**src/verilog/p2s_pkg.sv**
```systemverilog
package p2s_pkg;

	// ------------------------------------------------------------
	// sizes and reset values
	// ------------------------------------------------------------
	localparam int STAGE_COUNT = 8;
	localparam int FIFO_DEPTH = 8;
	localparam int FIFO_WIDTH = 1;
	localparam logic [STAGE_COUNT-1:0] STAGES_RESET = 8'h00;

	// ------------------------------------------------------------
	// carriers
	// ------------------------------------------------------------
	typedef struct packed {
		logic load_n;
		logic clock_in_a;
		logic clock_in_b;
		logic serial_in;
		logic [STAGE_COUNT-1:0] parallel_in;
	} pins_s;

	typedef struct packed {
		pins_s meta;
		pins_s stable;
		logic clock_or_prev;
		logic shift_pending;
		logic pending_bit;
		logic [STAGE_COUNT-1:0] stages;
	} shifter_state_s;

	localparam pins_s PINS_RESET = '{
		load_n: 1'b1,
		clock_in_a: 1'b0,
		clock_in_b: 1'b0,
		serial_in: 1'b0,
		parallel_in: 8'h00
	};

	localparam shifter_state_s SHIFTER_RESET = '{
		meta: PINS_RESET,
		stable: PINS_RESET,
		clock_or_prev: 1'b0,
		shift_pending: 1'b0,
		pending_bit: 1'b0,
		stages: STAGES_RESET
	};

endpackage : p2s_pkg

```
**src/verilog/p2s_shift_register.sv**
```systemverilog
// Operation
// - eight stages form one chain; last stage driven true and inverted.
// - load_n low copies parallel inputs into all stages, overriding clocks.
// - while load_n stays low, stages keep following parallel inputs.
// - load_n high: rising clock shifts toward last stage, first takes serial_in.
// - effective shift clock is OR of clock_in_a and clock_in_b.
// - either clock input held high freezes contents; inputs behave alike.
// - inhibit rising while other clock low shifts like a clock edge.
// - shifting edge triggered; serial_in only matters at the rising edge.
`timescale 1ns/1ps

// ------------------------------------------------------------
// stream fifo
// ------------------------------------------------------------
module p2s_fifo #(
	parameter int WIDTH = 1,
	parameter int DEPTH = 8
) (
	input wire logic sys_clk,
	input wire logic sys_rst,
	input wire logic in_valid,
	output logic in_ready,
	input wire logic [WIDTH-1:0] in_data,
	output logic out_valid,
	input wire logic out_ready,
	output logic [WIDTH-1:0] out_data
);
	localparam int PW = (DEPTH > 1) ? $clog2(DEPTH) : 1;
	localparam int CW = $clog2(DEPTH + 1);

	typedef struct packed {
		logic [DEPTH-1:0][WIDTH-1:0] mem;
		logic [PW-1:0] wr_ptr;
		logic [PW-1:0] rd_ptr;
		logic [CW-1:0] count;
	} fifo_state_s;

	fifo_state_s cur;
	fifo_state_s next_cur;
	logic do_push;
	logic do_pop;

	always_comb begin
		do_push = in_valid && in_ready;
		do_pop = out_valid && out_ready;
		next_cur = cur;
		if (do_push) begin
			next_cur.mem[cur.wr_ptr] = in_data;
			next_cur.wr_ptr = (cur.wr_ptr == PW'(DEPTH - 1)) ? '0 : cur.wr_ptr + 1'b1;
		end
		if (do_pop) begin
			next_cur.rd_ptr = (cur.rd_ptr == PW'(DEPTH - 1)) ? '0 : cur.rd_ptr + 1'b1;
		end
		if (do_push && !do_pop) begin
			next_cur.count = cur.count + 1'b1;
		end else if (do_pop && !do_push) begin
			next_cur.count = cur.count - 1'b1;
		end
	end

	always_ff @(posedge sys_clk) begin
		if (sys_rst) begin
			cur <= '0;
		end else begin
			cur <= next_cur;
		end
	end

	// full and empty straight from the count, no lookahead
	assign in_ready = (cur.count != CW'(DEPTH));
	assign out_valid = (cur.count != '0);
	assign out_data = cur.mem[cur.rd_ptr];

endmodule : p2s_fifo

// ------------------------------------------------------------
// shift register
// ------------------------------------------------------------
module p2s_shift_register (
	input wire logic sys_clk,
	input wire logic sys_rst,
	input wire logic load_n,
	input wire logic clock_in_a,
	input wire logic clock_in_b,
	input wire logic serial_in,
	input wire logic [p2s_pkg::STAGE_COUNT-1:0] parallel_in,
	output logic serial_out,
	output logic serial_out_n,
	output logic stream_valid,
	input wire logic stream_ready,
	output logic [p2s_pkg::FIFO_WIDTH-1:0] stream_data
);
	p2s_pkg::shifter_state_s cur;
	p2s_pkg::shifter_state_s next_cur;
	p2s_pkg::pins_s pins;
	logic clock_or;
	logic clock_rise;
	logic shift_req;
	logic shift_bit;
	logic push_valid;
	logic push_ready;

	// ------------------------------------------------------------
	// shift and load
	// ------------------------------------------------------------
	always_comb begin
		pins = '{
			load_n: load_n,
			clock_in_a: clock_in_a,
			clock_in_b: clock_in_b,
			serial_in: serial_in,
			parallel_in: parallel_in
		};
		next_cur = cur;
		// pins pass two flops; only the second stage feeds logic
		next_cur.meta = pins;
		next_cur.stable = cur.meta;
		clock_or = cur.stable.clock_in_a | cur.stable.clock_in_b;
		next_cur.clock_or_prev = clock_or;
		clock_rise = clock_or && !cur.clock_or_prev;
		shift_req = 1'b0;
		shift_bit = cur.pending_bit;
		push_valid = 1'b0;
		if (!cur.stable.load_n) begin
			// load overrides clocking and drops any held shift
			next_cur.stages = cur.stable.parallel_in;
			next_cur.shift_pending = 1'b0;
		end else begin
			shift_req = clock_rise || cur.shift_pending;
			if (clock_rise) begin
				shift_bit = cur.stable.serial_in;
			end
			if (shift_req) begin
				push_valid = 1'b1;
				if (push_ready) begin
					// toward the last stage, new bit into the first
					next_cur.stages = {cur.stages[p2s_pkg::STAGE_COUNT-2:0], shift_bit};
					next_cur.shift_pending = 1'b0;
				end else begin
					// fifo full: hold the shift and its bit until room
					next_cur.shift_pending = 1'b1;
					next_cur.pending_bit = shift_bit;
				end
			end
		end
	end

	// stages reset here only for a known simulation start
	always_ff @(posedge sys_clk) begin
		if (sys_rst) begin
			cur <= p2s_pkg::SHIFTER_RESET;
		end else begin
			cur <= next_cur;
		end
	end

	// ------------------------------------------------------------
	// outputs
	// ------------------------------------------------------------
	assign serial_out = cur.stages[p2s_pkg::STAGE_COUNT-1];
	assign serial_out_n = ~cur.stages[p2s_pkg::STAGE_COUNT-1];

	// each shift pushes the bit that becomes the new last stage
	p2s_fifo #(
		.WIDTH(p2s_pkg::FIFO_WIDTH),
		.DEPTH(p2s_pkg::FIFO_DEPTH)
	) u_fifo (
		.sys_clk(sys_clk),
		.sys_rst(sys_rst),
		.in_valid(push_valid),
		.in_ready(push_ready),
		.in_data(cur.stages[p2s_pkg::STAGE_COUNT-2]),
		.out_valid(stream_valid),
		.out_ready(stream_ready),
		.out_data(stream_data)
	);

endmodule : p2s_shift_register

```
**config.mk**
```make
export PLATFORM = sky130hd
export DESIGN_NAME = p2s_shift_register
export DESIGN_NICKNAME = d
export VERILOG_FILES = /design/src/verilog/p2s_pkg.sv /design/src/verilog/p2s_shift_register.sv
export SDC_FILE = /design/constraint.sdc
export NUM_CORES = 1
export LEC_CHECK = 0
export ABC_AREA = 1
export BUFFER_PORTS_ARGS = -buffer_cell sky130_fd_sc_hd__clkbuf_2
export CAP_MARGIN = 20
export CORE_MARGIN = 2
export CORE_UTILIZATION = 30
export DETAILED_ROUTE_END_ITERATION = 8
export PLACE_DENSITY = 0.51
export SETUP_SLACK_MARGIN = 0.2
export SLEW_MARGIN = 10
export SYNTH_ARGS = -nofsm -noshare
export SYNTH_HDL_FRONTEND = slang
export SYNTH_SLANG_ARGS = --single-unit
export TNS_END_PERCENT = 20
```
**constraint.sdc**
```tcl
create_clock -name sys_clk -period 4.2 [get_ports sys_clk]
set_input_delay 0.42 -clock sys_clk [delete_from_list [all_inputs] [get_ports sys_clk]]
set_output_delay 0.42 -clock sys_clk [all_outputs]
set_load 0.05 [all_outputs]
```
# After elaboration in Yosys (flattened, before gate mapping)
# Cells that the tools add are included.
# W data, S select, Z words.
# word_totals
in_bits	15
ramBits	0
mem_bits_ro	0
elab_cells	72
output_inout_bits	4
mem_count	0
latch_bits	0
regBits	53
# op_classes
n_addsub	4
bitwise_logic	4
div	0
n_lt_le_gt_ge	3
shift	0
reduce_logical	15
mux	16
mul	0
eq_ne	5
# ops
operator	n
$mux W8	3
$bwmux W8	1
$lt A3 B4 Y1 const B	2
$mux W4	2
$add A3 B1 Y3 const B	2
$eq A3 B3 Y1 const B	2
$logic_and A1 B1 Y1	6
$mux W1	6
$mux W3	2
$add A4 B1 Y4 const B	1
$ne A2 B1 Y1 const B	2
$ne A4 B4 Y1 const B	1
$reduce_bool A4 Y1	1
$sub A4 B1 Y4 const B	1
$bmux W1 S3	1
$demux W1 S3	1
$ge A3 B1 Y1 const B	1
$logic_not A1 Y1	3
$not A1 Y1	3
$reduce_and A3 Y1	1
$reduce_and A2 Y1	1
$reduce_bool A2 Y1	1
$reduce_or A2 Y1	1
$logic_or A1 B1 Y1	1
$or A1 B1 Y1	1

# Logic depth before layout (Yosys ltp)
# depth
word_depth	10
ltp_mapped	15

# Modules after synthesis
# A second synthesis with hierarchy kept.
# hier_totals
hier_cells	319
hier_area_um2	2347.3
# by_module_without_submodules
mod	instances	cells_each	seq_area_each_um2	area_each_um2
p2s_shift_register	1	154	700.7	1246.2
p2s_fifo	1	165	360.3	1101.1

# Worst setup path after synthesis
# No wires, ideal clock.
# synth_path
path_type	register -> register
start	register u_fifo.cur[0] in the netlist's numbering
end	register u_fifo.cur[3] in the netlist's numbering
arrival_time_ns	2.299
n_path_buf	0
synth_period_minus_slack_ns	2.369
setup_slack_ns	1.831
path_stages_with_launch	13
path_cell_list	dfxtp_1 > nor2_1 > nand3_1 > nand2_2 > ha_1 > inv_1 > ha_1 > or2_2 > nand2_1 > nand2_1 > nand2_1 > nand2_1 > a21oi_1
# synth_between
elab_chain_cells	5
word_cells_on_any_way	13
# synth_rtl
element	line_no	rtl
start: declaration	p2s_shift_register.sv:38	fifo_state_s cur;
start signal: assignment	p2s_shift_register.sv:65	cur <= next_cur;
$reduce_bool A4 Y1 (*)	p2s_shift_register.sv:71	assign out_valid = (cur.count != '0);
net stream_valid	p2s_shift_register.sv:89	output logic stream_valid,
$logic_and A1 B1 Y1 (*)	p2s_shift_register.sv:45	do_pop = out_valid && out_ready;
$logic_not A1 Y1	p2s_shift_register.sv:54	if (do_push && !do_pop) begin
$logic_and A1 B1 Y1	p2s_shift_register.sv:54	
$mux W4 or $reduce_bool A2 Y1 (tied branches)	n/a	
# The timed path passes the listed nets; every way through them passes the cells marked *. The select of a mux whose other input is x is not followed.
# A chain may end at the register's enable or synchronous reset.

# Worst setup path after layout
# layout_path
start	register cur[22] in the netlist's numbering
end	register u_fifo.cur[3] in the netlist's numbering
# layout_between
elab_chain_cells	5
word_cells_on_any_way	7
# layout_rtl
element	line_no	rtl
start: declaration	p2s_shift_register.sv:93	p2s_pkg::shifter_state_s cur;
start signal: assignment	p2s_shift_register.sv:151	cur <= p2s_pkg::SHIFTER_RESET;
start signal: assignment	p2s_shift_register.sv:153	cur <= next_cur;
$mux W1 (*)	p2s_shift_register.sv:124	if (!cur.stable.load_n) begin
$logic_and A1 B1 Y1 (*)	p2s_shift_register.sv:44	do_push = in_valid && in_ready;
net u_fifo.do_push	p2s_shift_register.sv:40	logic do_push;
$logic_not A1 Y1	p2s_shift_register.sv:56	end else if (do_pop && !do_push) begin
$logic_and A1 B1 Y1	p2s_shift_register.sv:56	
$reduce_bool A2 Y1 (no source line)	n/a	
# The timed path passes the listed nets; every way through them passes the cells marked *.

==> impl_metrics.csv <==
group,metric,value,unit
sta,worst_pin_slew,0.764,ns
grt,grt_usage,9.70,%
setup_path,critPathArrivalTime,2.80,ns
floorplan,row_count,31,
grt,antenna_found_initial,0,
floorplan,die_w,91.2,µm
finish,fin_area,0.00252,mm²
synthesis,synthFlopType,"dfxtp_1",
synthesis,yosys_warnings,0,
sta,fin_crit_sh,61.4,%
floorplan,die_h,91.2,µm
power,p_comb_share,29.4,%
route,routed_wl,3800,µm
synthesis,yosys.area.top_type,"dfxtp_1",
finish,instances_no_fill,431,
clock_network,cts-resized-gates,0,
setup_path,worst-r2r-setup-slack,1.62,ns
synthesis,yosys-top-cells-area,"dfxtp_1 (46%), nor2_1 (14%), inv_1 (8.6%)",
floorplan,design.die.area,0.00832,mm²
clock_network,ctsRootBufferMaster,"clkbuf_8",
floorplan,start_util,31.3,%
placement,dpl_cell_area,0.00242,mm²
power,vdd_drop_max,190,µV
synthesis,syn_nets,340,
synthesis,synth_compound_area_share,7.07,%
grt,grt_first_pass_wirelength,6710,µm
finish,antennaDiodeCount,0,
power,power.switching,0.475,mW
route,detail_route.vias_per_cell,4.05,
synthesis,muxShareOfSynthArea,0,%
sta,finalWorstSetupSlack,1.62,ns
power,clock_power_share,23.7,%
route,post_drt_wl_per_cell,8.82,µm
floorplan,ios,19,
clock_network,clock_latency,0.30,ns
synthesis,synth_xor_area_share,0.384,%
sta,clock_skew,0.00746,ns
clock_network,numCtsBuffers,5,
clock_network,cts_setup_buffers,0,
synthesis,async_flop_share,0,%
setup_path,startpoint_type,"flop",
synthesis,syn-instance-count,317,
sta,fmaxAchievable,388,MHz
route,drc_errors,0,
placement,hpwl,2680,µm
route,drt-initial-drc-count,87,
sta,slew_violations,0,
sta,setup_violations,0,
power,power_density,512,mW/mm²
power,switching_share,36.8,%
clock_network,cts_buffer_depth,2,
setup_path,crit_path_end_kind,"flop",
synthesis,synth_edf_count,0,
sta,rsz0062_at_grt,"no",
synthesis,synth_top_family_by_area,"simple AND/OR/NAND/NOR gates",
worst_hold_path,min_path_type,"in2reg",
flow_run,cap_violations,0,
placement,gp_congestion,0.810,
sta,finalHoldViolCount,0,
clock_network,cts.clk_slew.worst_paths,0.10,ns
synthesis,yosys.cell_types.count,26,
clock_network,cts.sinks,53,
finish,final_util,34.6,%
synthesis,ys_seq_elements,53,
clock_network,ctsHoldBuffers,0,
sta,slew_headroom,49.1,%
finish,drive_above_1_share,11.7,%
grt,grt_overflow_total,0,
route,ant_nets,0,
synthesis,synth_top_area_share,46.5,%
sta,final.setup.tns,0,ns
finish,syn_to_final_growth,10.6,%
grt,grt_max_degree,41,
setup_path,cp.required,4.42,ns
route,dr_total_vias,1747,
finish,finalNetCount,354,
synthesis,syn_area,0.00228,mm²
power,leakage,1.23,nW
clock_network,cts-htree-levels,2,
placement,placed_cells,423,
power,p_int,0.817,mW
clock_network,cts_tree,"built",
power,power_frac_seq,46.9,%
floorplan,core_area,0.00729,mm²
placement,pre_cts_slack,1.62,ns
synthesis,synth_sequential_area_ratio,46.5,%
grt,first_global_vias,1588,
run_status,outcome,"finished, final reports clean",
synthesis,synth-adder-area-share,4.71,%
synthesis,syn_avg_cell_area,7.20,µm²
sta,period_needed,2.58,ns
synthesis,synthSimpleGateAreaFrac,29.4,%
placement,numPortBuffers,18,
route,first_pass_iters,4,
setup_path,path_class,"reg2reg",
setup_path,critPathMaxFanout,19,
cell usage after synthesis (2+ instances only):
cell and instances:
or2_2 3, buf_2 4, nand2_2 3, clkbuf_1 3, nor2_1 85, nand3_1 4, ha_1 7, a21oi_1 14
nand2_1 50, o21ai_0 12, dfxtp_1 53, inv_1 52, buf_6 3, o21ai_1 3, nor2_2 2, nand2_4 2
nand4_1 8
stage by stage:
step,total power [mW],hold WS (ns)
4_1_cts,1.31,0.282
5_1_grt,1.39,0.281
3_3_place_gp,0.995,0.389
6_report,1.29,0.292
3_5_place_dp,0.998,0.393
2_1_floorplan,0.927,0.388
final cells by class:
| class | count | area, µm² |
|---|---|---|
| fillers | 810 | 4770 |
| flip-flops and latches | 53 | 1060 |
| multi-input cells | 200 | 950 |
| inverters | 53 | 199 |
| well taps | 99 | 124 |
| repair buffers | 18 | 90.1 |
| clock buffers | 6 | 82.6 |
| clock inverters | 2 | 17.5 |
per-layer routing:
metal	track usage [%]	vias up	share of wire (%)
li1	-	981	-
met1	11.8	740	51
met2	16.8	24	45
met3	2.24	2	3.3
met4	3.28	0	0.50
met5	0	-	0
power groups by stage:
stage | clock network, mW | registers [mW] | logic, mW
floorplan | 0 | 0.606 | 0.321
global route | 0.342 | 0.616 | 0.432
global placement | 0 | 0.617 | 0.378
CTS | 0.323 | 0.607 | 0.383
detailed placement | 0 | 0.618 | 0.380
finish | 0.307 | 0.606 | 0.380
critical path, stage by stage (launching register included):
cell and delay [ns]:
dfxtp_1 0.76, nand3_2 0.34, inv_1 0.21, ha_1 0.19, inv_1 0.09, ha_1 0.31, or2_2 0.29, nand2_1 0.07
nand2_1 0.05, nand2_1 0.05, nand2_1 0.04, a21oi_1 0.11
cell usage in the layout (no fill, tap or decap), types with 2 or more instances in the layout:
cell and n:
clkbuf_8 6, ha_1 7, nand4_1 8, inv_1 52, nor2_2 2, clkbuf_2 18, nand2_2 3, nor2_1 85
nand3_1 4, o21ai_0 12, o21ai_1 3, nand2_4 2, dfxtp_1 53, or2_2 3, a21oi_1 14, nand2_1 50
sequential cells by signal, summed over array words and instances (netlist names):
register	count
u_fifo.cur	18
cur	34
serial_out	1
logic make-up after synthesis:
kind of cell	after synthesis
buffers and inverters	64
DFF	53
and+or+nand+nor	160
xor gates and xnor gates	1
adders and majority gates	8
AOI/OAI and AO/OA	31
final timing paths:
| check | from | to | cells after the start |
|---|---|---|---|
| worst max-delay path | cur[22] | u_fifo.cur[3] | 11 |
| worst min-delay path | parallel_in[4] | cur[27] | 3 |
| worst max register to register | cur[22] | u_fifo.cur[3] | 11 |
| worst min register to register | cur[30] | cur[18] | 2 |
Power figures use the tool's default switching activity.
